`config.mk`:
```
export PLATFORM = sky130hd
export DESIGN_NAME = uotr_regs
export DESIGN_NICKNAME = d
export VERILOG_FILES = /design/src/design/uotr_event_status.v /design/src/design/uotr_regs.v
export VERILOG_INCLUDE_DIRS = /design/src /design/src/design
export SDC_FILE = /design/constraint.sdc
export NUM_CORES = 1
export LEC_CHECK = 0
export BUFFER_PORTS_ARGS = -buffer_cell sky130_fd_sc_hd__buf_2
export CORE_MARGIN = 2
export CORE_UTILIZATION = 40
export CTS_CLUSTER_DIAMETER = 100
export DETAILED_ROUTE_END_ITERATION = 10
export PLACE_DENSITY = 0.77
export SETUP_SLACK_MARGIN = 0.02
export SLEW_MARGIN = 15
export SYNTH_ARGS = -nofsm -noshare
export SYNTH_HDL_FRONTEND = slang
export SYNTH_SLANG_ARGS = --single-unit
```
`constraint.sdc`:
```
create_clock -name clk -period 1.5 [get_ports clk]
set_input_delay 0.3 -clock clk [delete_from_list [all_inputs] [get_ports clk]]
set_output_delay 0.3 -clock clk [all_outputs]
set_load 0.02 [all_outputs]
```
`src/design/uotr_defines.vh`:
```
`ifndef UOTR_DEFINES_VH
`define UOTR_DEFINES_VH

// ----------------------------------------------------------------------
// Register offsets (byte addresses, one aligned word each)
// ----------------------------------------------------------------------
`define UOTR_ADDR_W 8
`define UOTR_OFS_OTG_IE 8'h00
`define UOTR_OFS_FRM_HIGH 8'h04
`define UOTR_OFS_TOKEN 8'h08
`define UOTR_OFS_OTG_STAT 8'h0C

// ----------------------------------------------------------------------
// Field layout
// ----------------------------------------------------------------------
`define UOTR_IE_MASK 8'hFD
`define UOTR_IE_W 8
`define UOTR_BIT_ID 7
`define UOTR_BIT_T1MS 6
`define UOTR_BIT_LSTATE 5
`define UOTR_BIT_ACTV 4
`define UOTR_BIT_SESSV 3
`define UOTR_BIT_SESEND 2
`define UOTR_BIT_VBUSV 0
`define UOTR_FRMH_W 3
`define UOTR_TOK_W 8
`define UOTR_TOK_TYPE_HI 7
`define UOTR_TOK_TYPE_LO 4
`define UOTR_TOK_EP_HI 3
`define UOTR_TOK_EP_LO 0
`define UOTR_IE_HI 7
`define UOTR_IE_LO 0
`define UOTR_BIT_RSVD 1
`define UOTR_BYTE_LANE 0
`define UOTR_TYPE_W 4
`define UOTR_EP_W 4
`define UOTR_DATA_W 32

// ----------------------------------------------------------------------
// Token type codes and reset values
// ----------------------------------------------------------------------
`define UOTR_TYPE_OUT 4'h1
`define UOTR_TYPE_IN 4'h9
`define UOTR_TYPE_SETUP 4'hD
`define UOTR_RST_IE 8'h00
`define UOTR_RST_FRMH 3'h0
`define UOTR_RST_TOK 8'h00
`define UOTR_RST_TYPE 4'h0
`define UOTR_RST_EP 4'h0
`define UOTR_ZERO32 32'h00000000

`endif

```
`src/design/uotr_event_status.v`:
```
// ----------------------------------------------------------------------
// Sticky event status with read-to-clear and mask gating
// ----------------------------------------------------------------------
module uotr_event_status #(
  parameter W = 8
) (
  input wire clk,
  input wire srst,
  input wire [W-1:0] event_pulse,
  input wire [W-1:0] impl_mask,
  input wire [W-1:0] enable,
  input wire read_clear,
  output reg [W-1:0] status,
  output wire irq
);

  // Set beats clear so an event landing on the clearing read is kept
  always @(posedge clk) begin
    if (srst) begin
      status <= {W{1'b0}};
    end else begin
      status <= ((read_clear ? {W{1'b0}} : status) | event_pulse) & impl_mask;
    end
  end

  // Level request while any enabled flag is pending
  assign irq = |(status & enable);

endmodule // uotr_event_status

```
`src/design/uotr_regs.v`:
```
// The APB register port and the address map were decided locally.
`include "uotr_defines.vh"

module uotr_regs #(
  parameter ADDR_W = `UOTR_ADDR_W
) (
  input wire clk,
  input wire srst,
  input wire psel,
  input wire penable,
  input wire pwrite,
  input wire [ADDR_W-1:0] paddr,
  input wire [31:0] pwdata,
  input wire [3:0] pstrb,
  output reg [31:0] prdata,
  output wire pready,
  output wire pslverr,
  input wire sof_received,
  input wire [2:0] sof_frame_upper,
  input wire identity_pin_event,
  input wire millisecond_timer_event,
  input wire line_state_event,
  input wire bus_activity_event,
  input wire session_valid_event,
  input wire b_session_end_event,
  input wire a_vbus_valid_event,
  output reg token_issue,
  output reg [3:0] token_type_field,
  output reg [3:0] token_endpoint_field,
  output wire otg_irq
);

  // ----------------------------------------------------------------------
  // Bus decode
  // ----------------------------------------------------------------------
  // Zero wait state slave: the access phase always completes at once
  wire setup_phase;
  wire access;
  wire wr;
  wire rd;
  wire hit_ie;
  wire hit_frm;
  wire hit_tok;
  wire hit_stat;
  wire mapped;
  wire ro_hit;

  // One-hot bus phase codes
  localparam [2:0] PH_IDLE = 3'h1;
  localparam [2:0] PH_SETUP = 3'h2;
  localparam [2:0] PH_ACCESS = 3'h4;

  reg [2:0] phase;
  reg [2:0] next_phase;

  // An access counts only after a setup cycle, so a stray enable is ignored
  always @* begin
    case (phase)
      PH_IDLE: begin
        next_phase = (psel && !penable) ? PH_SETUP : PH_IDLE;
      end
      PH_SETUP: begin
        if (psel && penable) begin
          next_phase = PH_ACCESS;
        end else if (psel) begin
          next_phase = PH_SETUP;
        end else begin
          next_phase = PH_IDLE;
        end
      end
      PH_ACCESS: begin
        next_phase = (psel && !penable) ? PH_SETUP : PH_IDLE;
      end
      default: begin
        next_phase = PH_IDLE;
      end
    endcase
  end

  // Phase register; reset leaves the bus idle
  always @(posedge clk) begin
    if (srst) begin
      phase <= PH_IDLE;
    end else begin
      phase <= next_phase;
    end
  end

  // Phase qualifiers; only byte lane 0 carries register bits
  assign setup_phase = psel & ~penable;
  assign access = psel & penable & (phase == PH_SETUP);
  assign wr = access & pwrite & pstrb[`UOTR_BYTE_LANE];
  assign rd = access & ~pwrite;

  // Full address compare, so no alias of a word reaches it
  assign hit_ie = addr_hit(paddr, `UOTR_OFS_OTG_IE);
  assign hit_frm = addr_hit(paddr, `UOTR_OFS_FRM_HIGH);
  assign hit_tok = addr_hit(paddr, `UOTR_OFS_TOKEN);
  assign hit_stat = addr_hit(paddr, `UOTR_OFS_OTG_STAT);
  assign mapped = hit_ie | hit_frm | hit_tok | hit_stat;
  assign ro_hit = hit_frm | hit_stat;

  // No wait states: the slave is always ready in the access phase
  assign pready = 1'b1;
  // Unmapped addresses, and writes to read-only words, answer with an error
  assign pslverr = access & (~mapped | (pwrite & ro_hit));

  // ----------------------------------------------------------------------
  // Helper functions
  // ----------------------------------------------------------------------
  // Match one word address
  function addr_hit(
    input [ADDR_W-1:0] a,
    input [ADDR_W-1:0] ofs
  );
    addr_hit = (a == ofs);
  endfunction

  // Only the three defined codes launch a transaction
  function type_defined(
    input [`UOTR_TYPE_W-1:0] t
  );
    type_defined = (t == `UOTR_TYPE_OUT) | (t == `UOTR_TYPE_IN) | (t == `UOTR_TYPE_SETUP);
  endfunction

  // Zero-extend an eight-bit register to a bus word
  function [`UOTR_DATA_W-1:0] word_from_byte(
    input [`UOTR_IE_W-1:0] v
  );
    word_from_byte = {{(`UOTR_DATA_W - `UOTR_IE_W){1'b0}}, v};
  endfunction

  // Zero-extend the frame bits; the upper bits read zero
  function [`UOTR_DATA_W-1:0] word_from_frame(
    input [`UOTR_FRMH_W-1:0] v
  );
    word_from_frame = {{(`UOTR_DATA_W - `UOTR_FRMH_W){1'b0}}, v};
  endfunction

  // ----------------------------------------------------------------------
  // Storage
  // ----------------------------------------------------------------------
  // Architectural state
  reg [`UOTR_IE_W-1:0] otg_interrupt_enable;
  reg [`UOTR_FRMH_W-1:0] frame_number_upper_bits;
  reg [`UOTR_TOK_W-1:0] host_token_command;

  // Next values, worked out combinationally
  reg [`UOTR_IE_W-1:0] next_ie;
  reg [`UOTR_FRMH_W-1:0] next_frmh;
  reg [`UOTR_TOK_W-1:0] next_tok;
  reg next_issue;
  reg [`UOTR_TYPE_W-1:0] next_type_field;
  reg [`UOTR_EP_W-1:0] next_ep_field;
  reg [`UOTR_DATA_W-1:0] next_prdata;

  // Status and event wiring
  wire [`UOTR_IE_W-1:0] otg_status;
  wire [`UOTR_IE_W-1:0] event_vec;
  wire [`UOTR_TYPE_W-1:0] wr_type;
  wire [`UOTR_EP_W-1:0] wr_ep;
  wire tok_wr;

  // Fields of the word being written
  assign wr_type = pwdata[`UOTR_TOK_TYPE_HI:`UOTR_TOK_TYPE_LO];
  assign wr_ep = pwdata[`UOTR_TOK_EP_HI:`UOTR_TOK_EP_LO];
  assign tok_wr = wr & hit_tok;

  // ----------------------------------------------------------------------
  // Interrupt enable register
  // ----------------------------------------------------------------------
  // Only the documented enable bits take a write; bit 1 is never stored
  always @* begin
    next_ie = otg_interrupt_enable;
    if (wr && hit_ie) begin
      next_ie = pwdata[`UOTR_IE_HI:`UOTR_IE_LO] & `UOTR_IE_MASK;
    end
  end

  // Enable bits clear on reset, so every source starts masked
  always @(posedge clk) begin
    if (srst) begin
      otg_interrupt_enable <= `UOTR_RST_IE;
    end else begin
      otg_interrupt_enable <= next_ie;
    end
  end

  // ----------------------------------------------------------------------
  // Frame number upper bits
  // ----------------------------------------------------------------------
  // A received start of frame reloads the upper frame bits
  always @* begin
    next_frmh = frame_number_upper_bits;
    if (sof_received) begin
      next_frmh = sof_frame_upper;
    end
  end

  // Read-only to software: no bus path reaches this register
  always @(posedge clk) begin
    if (srst) begin
      frame_number_upper_bits <= `UOTR_RST_FRMH;
    end else begin
      frame_number_upper_bits <= next_frmh;
    end
  end

  // ----------------------------------------------------------------------
  // Token register and issue strobe
  // ----------------------------------------------------------------------
  // Eight stored bits; reserved codes are kept so software can read them back
  always @* begin
    next_tok = host_token_command;
    if (tok_wr) begin
      next_tok = pwdata[`UOTR_TOK_W-1:0];
    end
  end

  // Token word register
  always @(posedge clk) begin
    if (srst) begin
      host_token_command <= `UOTR_RST_TOK;
    end else begin
      host_token_command <= next_tok;
    end
  end

  // Strobe and fields for the engine; a reserved code never launches
  always @* begin
    next_issue = tok_wr & type_defined(wr_type);
    next_type_field = token_type_field;
    next_ep_field = token_endpoint_field;
    if (tok_wr) begin
      next_type_field = wr_type;
      next_ep_field = wr_ep;
    end
  end

  // Issue is a single-cycle strobe; the fields hold the last write
  always @(posedge clk) begin
    if (srst) begin
      token_issue <= 1'b0;
      token_type_field <= `UOTR_RST_TYPE;
      token_endpoint_field <= `UOTR_RST_EP;
    end else begin
      token_issue <= next_issue;
      token_type_field <= next_type_field;
      token_endpoint_field <= next_ep_field;
    end
  end

  // ----------------------------------------------------------------------
  // Interrupt status and masking
  // ----------------------------------------------------------------------
  // Events laid out on the same bit positions as the enable register
  assign event_vec[`UOTR_BIT_ID] = identity_pin_event;
  assign event_vec[`UOTR_BIT_T1MS] = millisecond_timer_event;
  assign event_vec[`UOTR_BIT_LSTATE] = line_state_event;
  assign event_vec[`UOTR_BIT_ACTV] = bus_activity_event;
  assign event_vec[`UOTR_BIT_SESSV] = session_valid_event;
  assign event_vec[`UOTR_BIT_SESEND] = b_session_end_event;
  assign event_vec[`UOTR_BIT_RSVD] = 1'b0;
  assign event_vec[`UOTR_BIT_VBUSV] = a_vbus_valid_event;

  // Each bit reaches the output only through its own enable bit
  uotr_event_status #(
    .W(`UOTR_IE_W)
  ) u_status (
    .clk(clk),
    .srst(srst),
    .event_pulse(event_vec),
    .impl_mask(`UOTR_IE_MASK),
    .enable(otg_interrupt_enable),
    .read_clear(rd & hit_stat),
    .status(otg_status),
    .irq(otg_irq)
  );

  // ----------------------------------------------------------------------
  // Read data
  // ----------------------------------------------------------------------
  // Captured in the setup cycle so data stand through the access phase
  always @* begin
    next_prdata = prdata;
    if (setup_phase && !pwrite) begin
      next_prdata = `UOTR_ZERO32;
      if (hit_ie) begin
        next_prdata = word_from_byte(otg_interrupt_enable);
      end
      if (hit_frm) begin
        next_prdata = word_from_frame(frame_number_upper_bits);
      end
      if (hit_tok) begin
        next_prdata = word_from_byte(host_token_command);
      end
      if (hit_stat) begin
        next_prdata = word_from_byte(otg_status);
      end
    end
  end

  // Cleared on reset; an unmapped word reads zero because the setup capture defaults to zero
  always @(posedge clk) begin
    if (srst) begin
      prdata <= `UOTR_ZERO32;
    end else begin
      prdata <= next_prdata;
    end
  end

  // ----------------------------------------------------------------------
  // Integration notes
  // ----------------------------------------------------------------------
  // The second USB module is a second copy of this block at system level
  // Status is captured at setup but cleared at access: a flag set at the setup edge
  // is cleared at access without being read, so it is lost
  // Status flags set whatever the enables say; enables gate only the line
  // Only byte lane 0 carries register bits, so a write without it is dropped
  // A reserved token code is stored and readable but starts no transaction
  // The frame bits come from the receive side; the bus cannot write them
  // The phase tracker ignores an enable that arrives without a setup cycle

endmodule // uotr_regs

```
==> Word level (Yosys, flattened, before mapping) <==
Index checks and enable logic that the tools add are counted.
{ "word_totals": {"mem_count": 0, "ramBits": 0, "input_bits": 60, "mem_bits_ro": 0, "latch_bits": 0, "regBits": 70, "out_inout_bits": 44} }
{ "op_classes": {"mux": 9, "n_lt_le_gt_ge": 0, "reduce_logical": 9, "n_div": 0, "n_addsub": 0, "shift": 0, "eq_ne": 9, "n_mul": 0, "n_bitwise": 23} }
{ "op_table": {"columns": ["op", "n"], "rows": [
  ["$mux W32", 3],
  ["$eq A8 B4 Y1 const B", 2],
  ["$mux W8", 2],
  ["$and A1 B1 Y1", 11],
  ["$and A8 B8 Y8", 1],
  ["$eq A4 B4 Y1 const B", 2],
  ["$eq A8 B3 Y1 const B", 1],
  ["$logic_not A8 Y1", 1],
  ["$or A8 B8 Y8", 1],
  ["$reduce_or A8 Y1", 1],
  ["$or A1 B1 Y1", 7],
  ["$pmux W3 S2", 1],
  ["$eq A4 B1 Y1 const B", 1],
  ["$logic_and A1 B1 Y1", 4],
  ["$mux W2", 2],
  ["$eq A3 B1 Y1 const B", 1],
  ["$eq A3 B2 Y1 const B", 1],
  ["$eq A3 B3 Y1 const B", 1],
  ["$mux W3", 1],
  ["$not A1 Y1", 3],
  ["$logic_not A1 Y1", 2],
  ["$reduce_or A2 Y1", 1]
]} }

==> Depth between registers and ports, before layout <==
Gate-level depths: netlist (run 1).
{ "logic_depth": {"word_depth": 7, "mapped_depth": 5, "mapped_depth_nobuf": 4} }

==> Hierarchy <==
Synthesis (run 1) repeated with hierarchy kept, for this count alone.
{ "hier_totals": {"cells_unflattened": 190, "area_unflattened_um2": 1899.3} }
{ "modules_own_cells": {"columns": ["module", "area_per_inst_um2", "n_inst", "cells_per_inst"], "rows": [
  ["uotr_regs", 1569.0, 1, 160],
  ["uotr_event_status", 330.3, 1, 30]
]} }

==> Least setup slack after synthesis (run 1) <==
OpenSTA, ideal clock, no wires.
{ "synth_path": {"path_kind": "input to register", "from": "input paddr[1]", "to": "register otg_interrupt_enable[0]", "setup_ns": 0.119, "arrival_ns": 1.449, "required_time_ns": 1.381, "path_slack_ns": -0.068, "stages": 5, "n_path_buf": 1, "path_cell_list": "nor4_4 nand2_2 or4_1 buf_4 mux2i_1"} }
{ "synth_between": {"elab_chain_len": 2} }
{ "synth_lines": {"columns": ["element", "line", "source"], "rows": [
  ["from (decl)", "uotr_regs.v:12", "input wire [ADDR_W-1:0] paddr,"],
  ["$logic_not A8 Y1", "uotr_regs.v:116", "addr_hit = (a == ofs);"],
  ["$logic_and A1 B1 Y1", "uotr_regs.v:175", "if (wr && hit_ie) begin"],
  ["to (signal assigned)", "uotr_regs.v:183", "otg_interrupt_enable <= `UOTR_RST_IE;"],
  ["to (signal assigned)", "uotr_regs.v:185", "otg_interrupt_enable <= next_ie;"],
  ["to (decl)", "uotr_regs.v:144", "reg [`UOTR_IE_W-1:0] otg_interrupt_enable;"]
]} }
Every way passes these cells.
A chain may end at the register's enable or synchronous reset.

==> Final worst setup path (run 1) <==
{ "layout_path": {"from": "register phase[2]", "to": "output pslverr"} }
{ "layout_between": {"elab_chain_len": 3} }
{ "layout_lines": {"columns": ["element", "line", "source"], "rows": [
  ["from (decl)", "uotr_regs.v:53", "reg [2:0] phase;"],
  ["from (signal assigned)", "uotr_regs.v:85", "phase <= next_phase;"],
  ["$eq A3 B2 Y1", "uotr_regs.v:91", "assign access = psel & penable & (phase == PH_SETUP);"],
  ["$and A1 B1 Y1", "uotr_regs.v:91", null],
  ["$and A1 B1 Y1", "uotr_regs.v:106", "assign pslverr = access & (~mapped | (pwrite & ro_hit));"],
  ["to (decl)", "uotr_regs.v:17", "output wire pslverr,"]
]} }
Every way passes these cells.

==> key figures, run 1 <==
Die
  • IO Count: 104
  • Die X: 71.8 um
  • Die Area: 5150 um^2
  • Core Region: 4380 um^2
  • Starting Density: 0.419
  • Num rows: 24
  • Die height: 71.8 um

Pwr
  • Leak Pwr: 1.17 nW
  • Worst vdd ir: 0.540 mV
  • Power Density: 901 nW/um^2
  • Pwr Total: 2.15 mW

Worst setup path
  • Worst setup EP type: output port
  • Worst Path Max Fanout: 2
  • Crit-path slowest cell: dfxtp_2
  • Worst reg2reg path startpoint: phase[2]
  • CP peak stage delay: 340 ps
  • Critical Path Source Type: flop
  • Cell Chain, Critical Path: nor3b_4, nand3_2, buf_4, a31oi_1, buf_2
  • CP Class: reg -> out
  • Worst Path Required: 1200 ps
  • Reg2reg path depth: 5
  • CP Data Arrival Time: 1400 ps
  • Reg2reg setup slack: 10 ps
  • R2r endpoint: host_token_command[6]

Global route
  • Largest net degree at the start of global routing: 37
  • Antenna violations before repair: 0
  • Tot GR Track Use: 0.169
  • First-pass GRT wire length: 6.71 mm
  • Total gr overflow: 0
  • Vias in the first global route: 1380

Yosys
  • Mapped Area: 1840 um^2
  • Mapped Cells: 194
  • Synth top area cells: dfxtp_1 40%, mux2i_1 13%, buf_4 11%, nand2b_1 8.2%, a22o_1 3.8%
  • Synthesis Warnings: 0
  • Post-synth top area cell: dfxtp_1
  • Main flop type after synthesis: dfxtp_1
  • Synthesis-stage register bit count: 37
  • Post-synthesis average cell area: 9.47 um^2
  • Sequential area share after synthesis: 0.403
  • Ys async rst share: 0
  • Number of flops mapped to enable cells by yosys: 0
  • Most common cell in the synthesized netlist: dfxtp_1
  • Yosys cell types: 34
  • Top cells by count, synth: 37 x dfxtp_1, 26 x buf_4, 24 x nand2b_1, 23 x mux2i_1, 14 x nor2_1
  • Area share of the leading cell type in the synthesized netlist: 0.403

Route
  • Vias: 1525
  • DRT Pass-1 Iters: 4
  • Initial drt markers: 55
  • WL final: 4.21 mm
  • DRC viols: 0
  • WL/cell: 13.3 um
  • Vias per cell: 4.83
  • Final ANT Viol Nets: 0

Clock network
  • Clock insertion delay at the later pin of the skew report: 290 ps
  • Root buf cell: clkbuf_8
  • TritonCTS Sinks: 37
  • TritonCTS clock tree: built
  • CTS Hold Bufs: 0
  • H-tree depth: 2
  • TritonCTS buffer count: 5
  • Clock Path Buffers: 2
  • CTS clk-pin slew, worst paths: 70 ps

Worst hold path
  • Hold crit path type: in -> reg
  • Min-delay src: pwdata[5]
  • Hold path depth: 2
  • Worst Hold End: token_issue

Placement
  • Pre-CTS WS: -253 ps
  • I/O Buffers: 51
  • Hpwl dp: 3.17 mm
  • Placed Instance Area: 2190 um^2
  • GP Congestion: 0.761
  • Dpl cells: 307

Timing
  • RSZ-0062 raised after global routing: true
  • Fin crit share: 1.14
  • Hold_ws: 216 ps
  • Maximum clock rate: 587 MHz
  • Final-report max-slew violation count: 0
  • Setup TNS: -275 ps
  • Min Tclk post-route: 1700 ps
  • Final setup violation count: 2
  • Clk_skew: 8.44 ps
  • Final Hold Vio Count: 0
  • Final worst slack: -204 ps

Layout
  • Nets: 323
  • Final-layout fill cell count: 407
  • Design area: 2380 um^2
  • Count of non-filler cells in the finished layout: 316
  • Final core occ: 0.544
  • Multi-input logic area: 1010 um^2
  • Share of cells above drive strength 1: 0.367
  • Register area: 746 um^2
  • Syn-to-layout area delta: 29.8%
  • Diode count: 0

Status
  • Failing checks: negative setup slack
  • Status: finished, violations left

Run
  • Max capacitance violation total: 0
## area by class of cell
cell class	count	area share
multi-input combinational	146	0.425
clock inverter	1	0.0126
tap	52	0.0273
timing repair buffer	72	0.184
sequential	37	0.313
inverter	1	0.00157
clock buffer	7	0.0362
## cells in the final DEF (no fill, tap or decap), types with 2 or more instances in the layout
cell type / n
buf_2: 50
dfxtp_1: 33
conb_1: 25
nand2b_1: 24
mux2i_1: 23
buf_4: 19
nor2_1: 14
nand2_1: 10
a22o_1: 8
a21oi_1: 7
o21ai_0: 7
clkbuf_8: 6
dfxtp_2: 4
a22oi_1: 2
nand3_1: 2
or3_4: 2
mux4_2: 2
## critical path: cells and delay by family, from the launching register on
kind	cells	cell delay [ps]
AO/OA/AOI/OAI	1	130
buffers and inverters	2	330
flip-flops	1	340
AND/OR/NAND/NOR	2	320
## state kept, by name (all words and copies together), names as in the netlist
| register | flops |
|---|---|
| frame_number_upper_bits | 3 |
| host_token_command | 8 |
| u_status.status | 7 |
| phase | 3 |
| otg_interrupt_enable | 7 |
| prdata | 8 |
| token_issue | 1 |
## power by group
part	switching (mW)	internal (mW)
clock	0.340	0.542
combinational	0.146	0.100
sequential	0.0161	1.00
## what timing repair did
| action | 4_1_cts | 5_1_grt |
|---|---|---|
| pin swaps | 7 | 3 |
| endpoints found under the setup margin | 11 | 19 |
| gates resized for setup | 8 | 10 |
| cloned | 0 | 0 |
| buffers inserted | 2 | 0 |
| hold endpoints to repair | 0 | 0 |
## layer usage
layer,GRT usage,wire length (um),vias to the layer above
met5,0,0,-
met3,0.0492,240,4
met1,0.223,1870,710
li1,-,-,760
met4,0.0608,44,0
met2,0.262,2050,51
## logic make-up (layout without fill, tap and decap cells)
kind of cell / after synthesis / after routing / share of synthesized area
other cells: 2 / 25 / 0.00409
compound gates: 28 / 28 / 0.101
mux: 25 / 25 / 0.150
simple gates: 67 / 67 / 0.213
buf+inv: 34 / 81 / 0.124
flops: 37 / 37 / 0.403
xor+xnor: 1 / 1 / 0.00477
## how the worst max path moves through the flow
stage | start | to | slack (ps) | depth (start not counted)
after global placement | paddr[4] | otg_interrupt_enable[4] | -230 | 6
after global routing | phase[2] | pslverr | -260 | 5
final | phase[2] | pslverr | -200 | 5
after floorplan | paddr[4] | otg_interrupt_enable[4] | -60 | 5
after detailed placement | paddr[4] | otg_interrupt_enable[3] | -250 | 6
after CTS | phase[0] | pslverr | -210 | 5
Power figures use the tool's default switching activity.
==> inputs of run 2 (changes only) <==
- ABC_AREA: default -> 1
- PLACE_DENSITY: 0.77 -> 0.75
==> key figures, run 2 <==
Worst setup path
  • CP Data Arrival Time: 1250 ps
  • Worst setup EP type: output port
  • Worst reg2reg path startpoint: phase[0]
  • Worst Path Required: 1200 ps
  • Worst Path Max Fanout: 3
  • Reg2reg path depth: 7
  • Reg2reg setup slack: 100 ps
  • CP Class: reg -> out
  • R2r endpoint: host_token_command[0]
  • Critical Path Source Type: flop

Yosys
  • Number of flops mapped to enable cells by yosys: 0
  • Main flop type after synthesis: dfxtp_1
  • Yosys cell types: 26
  • Ys async rst share: 0
  • Mapped Cells: 273
  • Mapped Area: 1940 um^2
  • Sequential area share after synthesis: 0.381
  • Synth top area cells: dfxtp_1 38%, nand2_1 12%, buf_4 9.7%, nand3_1 8.0%, nor2_1 7.7%
  • Most common cell in the synthesized netlist: nand2_1
  • Area share of the leading cell type in the synthesized netlist: 0.381
  • Synthesis Warnings: 0
  • Top cells by count, synth: 63 x nand2_1, 40 x nor2_1, 37 x dfxtp_1, 31 x nand3_1, 29 x a21oi_1
  • Post-synth top area cell: dfxtp_1
  • Synthesis-stage register bit count: 37
  • Post-synthesis average cell area: 7.11 um^2

Layout
  • Nets: 397
  • Syn-to-layout area delta: 23.0%
  • Diode count: 0
  • Biggest regs: host_token_command x8, prdata x8
  • Count of non-filler cells in the finished layout: 391
  • Highest-count cells in the layout ignoring fill and taps: 61 x nand2_1, 49 x buf_2, 39 x nor2_1
  • Most common library cell in the layout ignoring fill and taps: nand2_1
  • Share of cells above drive strength 1: 0.297

Die
  • Die Area: 5430 um^2
  • Die X: 73.7 um
  • Core Region: 4690 um^2
  • IO Count: 104
  • Starting Density: 0.414
  • Num rows: 25
  • Die height: 73.7 um

Status
  • Status: finished, violations left
  • Failing checks: negative setup slack

Timing
  • Setup TNS: -75.8 ps
  • Min Tclk post-route: 1550 ps
  • Maximum clock rate: 645 MHz
  • Hold_ws: 217 ps
  • RSZ-0062 raised after global routing: true
  • Final Hold Vio Count: 0
  • Final setup violation count: 2
  • Final worst slack: -51.2 ps
  • Clk_skew: 2.26 ps
  • Final-report max-slew violation count: 0
  • Fin crit share: 1.03

Route
  • WL final: 4.44 mm
  • Vias: 1816
  • DRT Pass-1 Iters: 5
  • DRC viols: 0
  • Initial drt markers: 112
  • Vias per cell: 4.64
  • Final ANT Viol Nets: 0
  • WL/cell: 11.4 um

Worst hold path
  • Worst Hold End: u_status.status[7]
  • Min-delay src: identity_pin_event
  • Hold path depth: 3
  • Hold crit path type: in -> reg

Clock network
  • H-tree depth: 2
  • TritonCTS buffer count: 5
  • CTS clk-pin slew, worst paths: 70 ps
  • CTS Hold Bufs: 0
  • TritonCTS clock tree: built
  • Root buf cell: clkbuf_8
  • Clock insertion delay at the later pin of the skew report: 290 ps
  • TritonCTS Sinks: 37
  • Clock Path Buffers: 2

Run
  • Max capacitance violation total: 0

Placement
  • GP Congestion: 0.841
  • Hpwl dp: 3.38 mm
  • I/O Buffers: 51
  • Pre-CTS WS: -5.00 ps
  • Dpl cells: 378

Global route
  • Tot GR Track Use: 0.175
  • Vias in the first global route: 1755
  • Total gr overflow: 0
  • Antenna violations before repair: 0
  • Largest net degree at the start of global routing: 16
  • First-pass GRT wire length: 7.45 mm

Pwr
  • Worst vdd ir: 0.568 mV
  • Leak Pwr: 1.12 nW
  • Power Density: 806 nW/um^2
run 2: changes by cell type after synthesis, moves of 8 or more:
| cell | previous run | this run |
|---|---|---|
| a22o_1 | 8 | 0 |
| nor2_1 | 14 | 40 |
| a21oi_1 | 8 | 29 |
| mux2i_1 | 23 | 0 |
| nand2_1 | 10 | 63 |
| nand3_1 | 3 | 31 |
| nand2b_1 | 24 | 0 |
| inv_1 | 1 | 10 |
run 2: final cells by class:
cell class,instances,area (um^2)
Inverter,12,47.5
Tap cell,54,67.6
Fill cell,482,2300
Multi-Input combinational cell,213,1010
Timing Repair Buffer,68,428
Sequential cell,37,746
Clock buffer,7,86.3
run 2: report_power, final:
group / internal (mW) / switching [mW] / leakage [nW]
clock network: 0.364 / 0.328 / 0.0443
registers: 1.00 / 0.0171 / 0.302
logic: 0.0671 / 0.144 / 0.773
run 2: per-layer routing:
metal / wire, um / up-vias / GRT usage / part of all wire
li1: - / 956 / - / -
met1: 2000 / 799 / 0.207 / 0.45
met2: 2150 / 52 / 0.297 / 0.48
met3: 228 / 9 / 0.0549 / 0.051
met4: 57 / 0 / 0.0646 / 0.013
met5: 0 / - / 0 / 0
run 2: what timing repair did:
| item | CTS | global route |
|---|---|---|
| pin swaps | 2 | 7 |
| cloned | 0 | 1 |
| setup buffers | 2 | 3 |
| hold endpoints to repair | 0 | 0 |
| setup endpoints to repair | 2 | 13 |
| gates resized for setup | 7 | 11 |
run 2: worst max path at each step:
stage	start	end	slack, ps	cells past startpoint
global placement	paddr[7]	pslverr	2	7
CTS	u_status.status[3]	otg_irq	-50	5
floorplan	paddr[7]	pslverr	80	8
detailed placement	paddr[7]	pslverr	-5	7
global route	paddr[5]	pslverr	-90	9
finish	otg_interrupt_enable[3]	otg_irq	-50	5
run 2: cells by family after synthesis:
logic type | Yosys count | synth area share
DFF | 37 | 0.381
buffers and inverters | 46 | 0.155
AOI/OAI and AO/OA | 37 | 0.101
other | 2 | 0.00387
and+or+nand+nor | 151 | 0.360
run 2: stage by stage:
stage | total power, mW | utilization | instance area [um^2]
3_5_place_dp | 1.25 | 0.470 | 2210
2_1_floorplan | 1.22 | - | 2030
3_3_place_gp | 1.24 | 0.470 | 2210
5_1_grt | 2.00 | 0.509 | 2390
6_report | 1.93 | 0.509 | 2390
4_1_cts | 1.93 | 0.497 | 2330
run 2: critical path: stages (launching register included):
cell and delay [ps]:
dfxtp_2 330, nand2_1 60, nand2_1 60, a221oi_2 190, nand4_1 160, buf_6 160
==> inputs of run 3 (changes only) <==
- ABC_CLOCK_PERIOD_IN_PS: default -> 1500
- CORE_UTILIZATION: 40 -> 42
- CTS_BUF_LIST: default -> sky130_fd_sc_hd__clkbuf_4 sky130_fd_sc_hd__clkbuf_8
- PLACE_DENSITY: 0.75 -> 0.79
- REMOVE_ABC_BUFFERS: default -> 1
==> key figures, run 3 (synthesized netlist as in run 2, its figures left out) <==
Route
  • WL/cell: 11.9 um
  • WL final: 4.62 mm
  • DRC viols: 0
  • DRT Pass-1 Iters: 4
  • Final ANT Viol Nets: 0
  • Vias: 1924
  • Initial drt markers: 127
  • Vias per cell: 4.93

Timing
  • Final Hold Vio Count: 0
  • Fin crit share: 1.04
  • Final worst slack: -53.1 ps
  • Maximum clock rate: 644 MHz
  • Final-report max-slew violation count: 0
  • Setup TNS: -97.9 ps
  • Hold_ws: 206 ps
  • Final setup violation count: 2
  • Clk_skew: 6.56 ps
  • RSZ-0062 raised after global routing: true
  • Min Tclk post-route: 1550 ps

Worst setup path
  • Worst Path Max Fanout: 2
  • Worst reg2reg path startpoint: phase[2]
  • Worst Path Required: 1200 ps
  • R2r endpoint: otg_interrupt_enable[5]
  • Worst setup EP type: output port
  • CP Data Arrival Time: 1250 ps
  • Reg2reg setup slack: 60 ps
  • Reg2reg path depth: 7
  • Critical Path Source Type: flop
  • CP Class: reg -> out

Global route
  • Total gr overflow: 0
  • Largest net degree at the start of global routing: 23
  • Vias in the first global route: 1788
  • First-pass GRT wire length: 7.56 mm
  • Antenna violations before repair: 0
  • Tot GR Track Use: 0.187

Pwr
  • Leak Pwr: 1.15 nW
  • Power Density: 812 nW/um^2
  • Worst vdd ir: 0.515 mV

Placement
  • GP Congestion: 0.792
  • Dpl cells: 376
  • I/O Buffers: 51
  • Hpwl dp: 3.45 mm

Clock network
  • Clock insertion delay at the later pin of the skew report: 300 ps
  • TritonCTS clock tree: built
  • TritonCTS buffer count: 5
  • TritonCTS Sinks: 37
  • H-tree depth: 2
  • Root buf cell: clkbuf_8
  • CTS clk-pin slew, worst paths: 70 ps
  • Clock Path Buffers: 2
  • CTS Hold Bufs: 0

Worst hold path
  • Hold crit path type: in -> reg
  • Hold path depth: 2
  • Worst Hold End: token_issue
  • Min-delay src: pwdata[5]

Layout
  • Diode count: 0
  • Most common library cell in the layout ignoring fill and taps: nand2_1
  • Biggest regs: host_token_command x8, prdata x8
  • Syn-to-layout area delta: 24.2%
  • Share of cells above drive strength 1: 0.311
  • Count of non-filler cells in the finished layout: 390
  • Nets: 398
  • Highest-count cells in the layout ignoring fill and taps: 60 x nand2_1, 49 x buf_2, 40 x nor2_1

Status
  • Status: finished, violations left
  • Failing checks: negative setup slack

Die
  • Starting Density: 0.440
  • Die Area: 5180 um^2
  • Die X: 72.0 um
  • IO Count: 104
  • Num rows: 24
  • Die height: 72.0 um
  • Core Region: 4410 um^2

Run
  • Max capacitance violation total: 0
[run 3: per-layer routing]
layer  vias up  track usage  wire, um
met5         -            0         0
met4         0       0.0713        88
met3        10       0.0542       313
met2        68        0.334      2270
met1       885        0.211      1950
li1        961            -         -
[run 3: power breakdown]
part / total [mW] / switching [mW] / internal (mW)
registers: 1.02 / 0.0169 / 1.01
clock network: 0.721 / 0.338 / 0.382
logic: 0.216 / 0.146 / 0.0697
[run 3: cell type report]
class                      count  area [um^2]
fill                         434         2000
sequential                    37          748
tap                           52         65.1
clock buffer                   7         90.1
multi-input combinational    213         1020
timing repair buffer          69          439
inverter                      12         47.5
[run 3: critical path, cell delays in order (launching register included)]
cell and delay, ps:
dfxtp_2 330, nand2_1 60, nand2_1 60, a221oi_2 210, nand4_1 120, buf_4 180
[run 3: stage by stage]
stage / utilization / setup slack (ps) / power, mW / area [um^2]
floorplan: - / 143 / 1.15 / 1780
global placement: 0.499 / 14.3 / 1.24 / 2200
detailed placement: 0.499 / -6.78 / 1.25 / 2200
CTS: 0.536 / -94.2 / 1.97 / 2370
global route: 0.546 / -140 / 2.05 / 2410
finish: 0.546 / -53.1 / 1.96 / 2410
[run 3: worst max path at each step]
stage / end / cells after the start / from / slack [ps]
5_1_grt: otg_irq / 5 / otg_interrupt_enable[4] / -140
4_1_cts: otg_irq / 5 / otg_interrupt_enable[3] / -90
3_5_place_dp: u_status.status[6] / 8 / paddr[7] / -7
2_1_floorplan: pslverr / 7 / paddr[7] / 140
3_3_place_gp: pslverr / 9 / paddr[7] / 10
6_report: otg_irq / 5 / otg_interrupt_enable[4] / -50
[run 3: repair_timing]
action	4_1_cts	5_1_grt
pin swaps	6	5
setup buffers	6	1
endpoints found under the hold margin	0	0
gates resized for setup	11	11
endpoints found under the setup margin	2	18
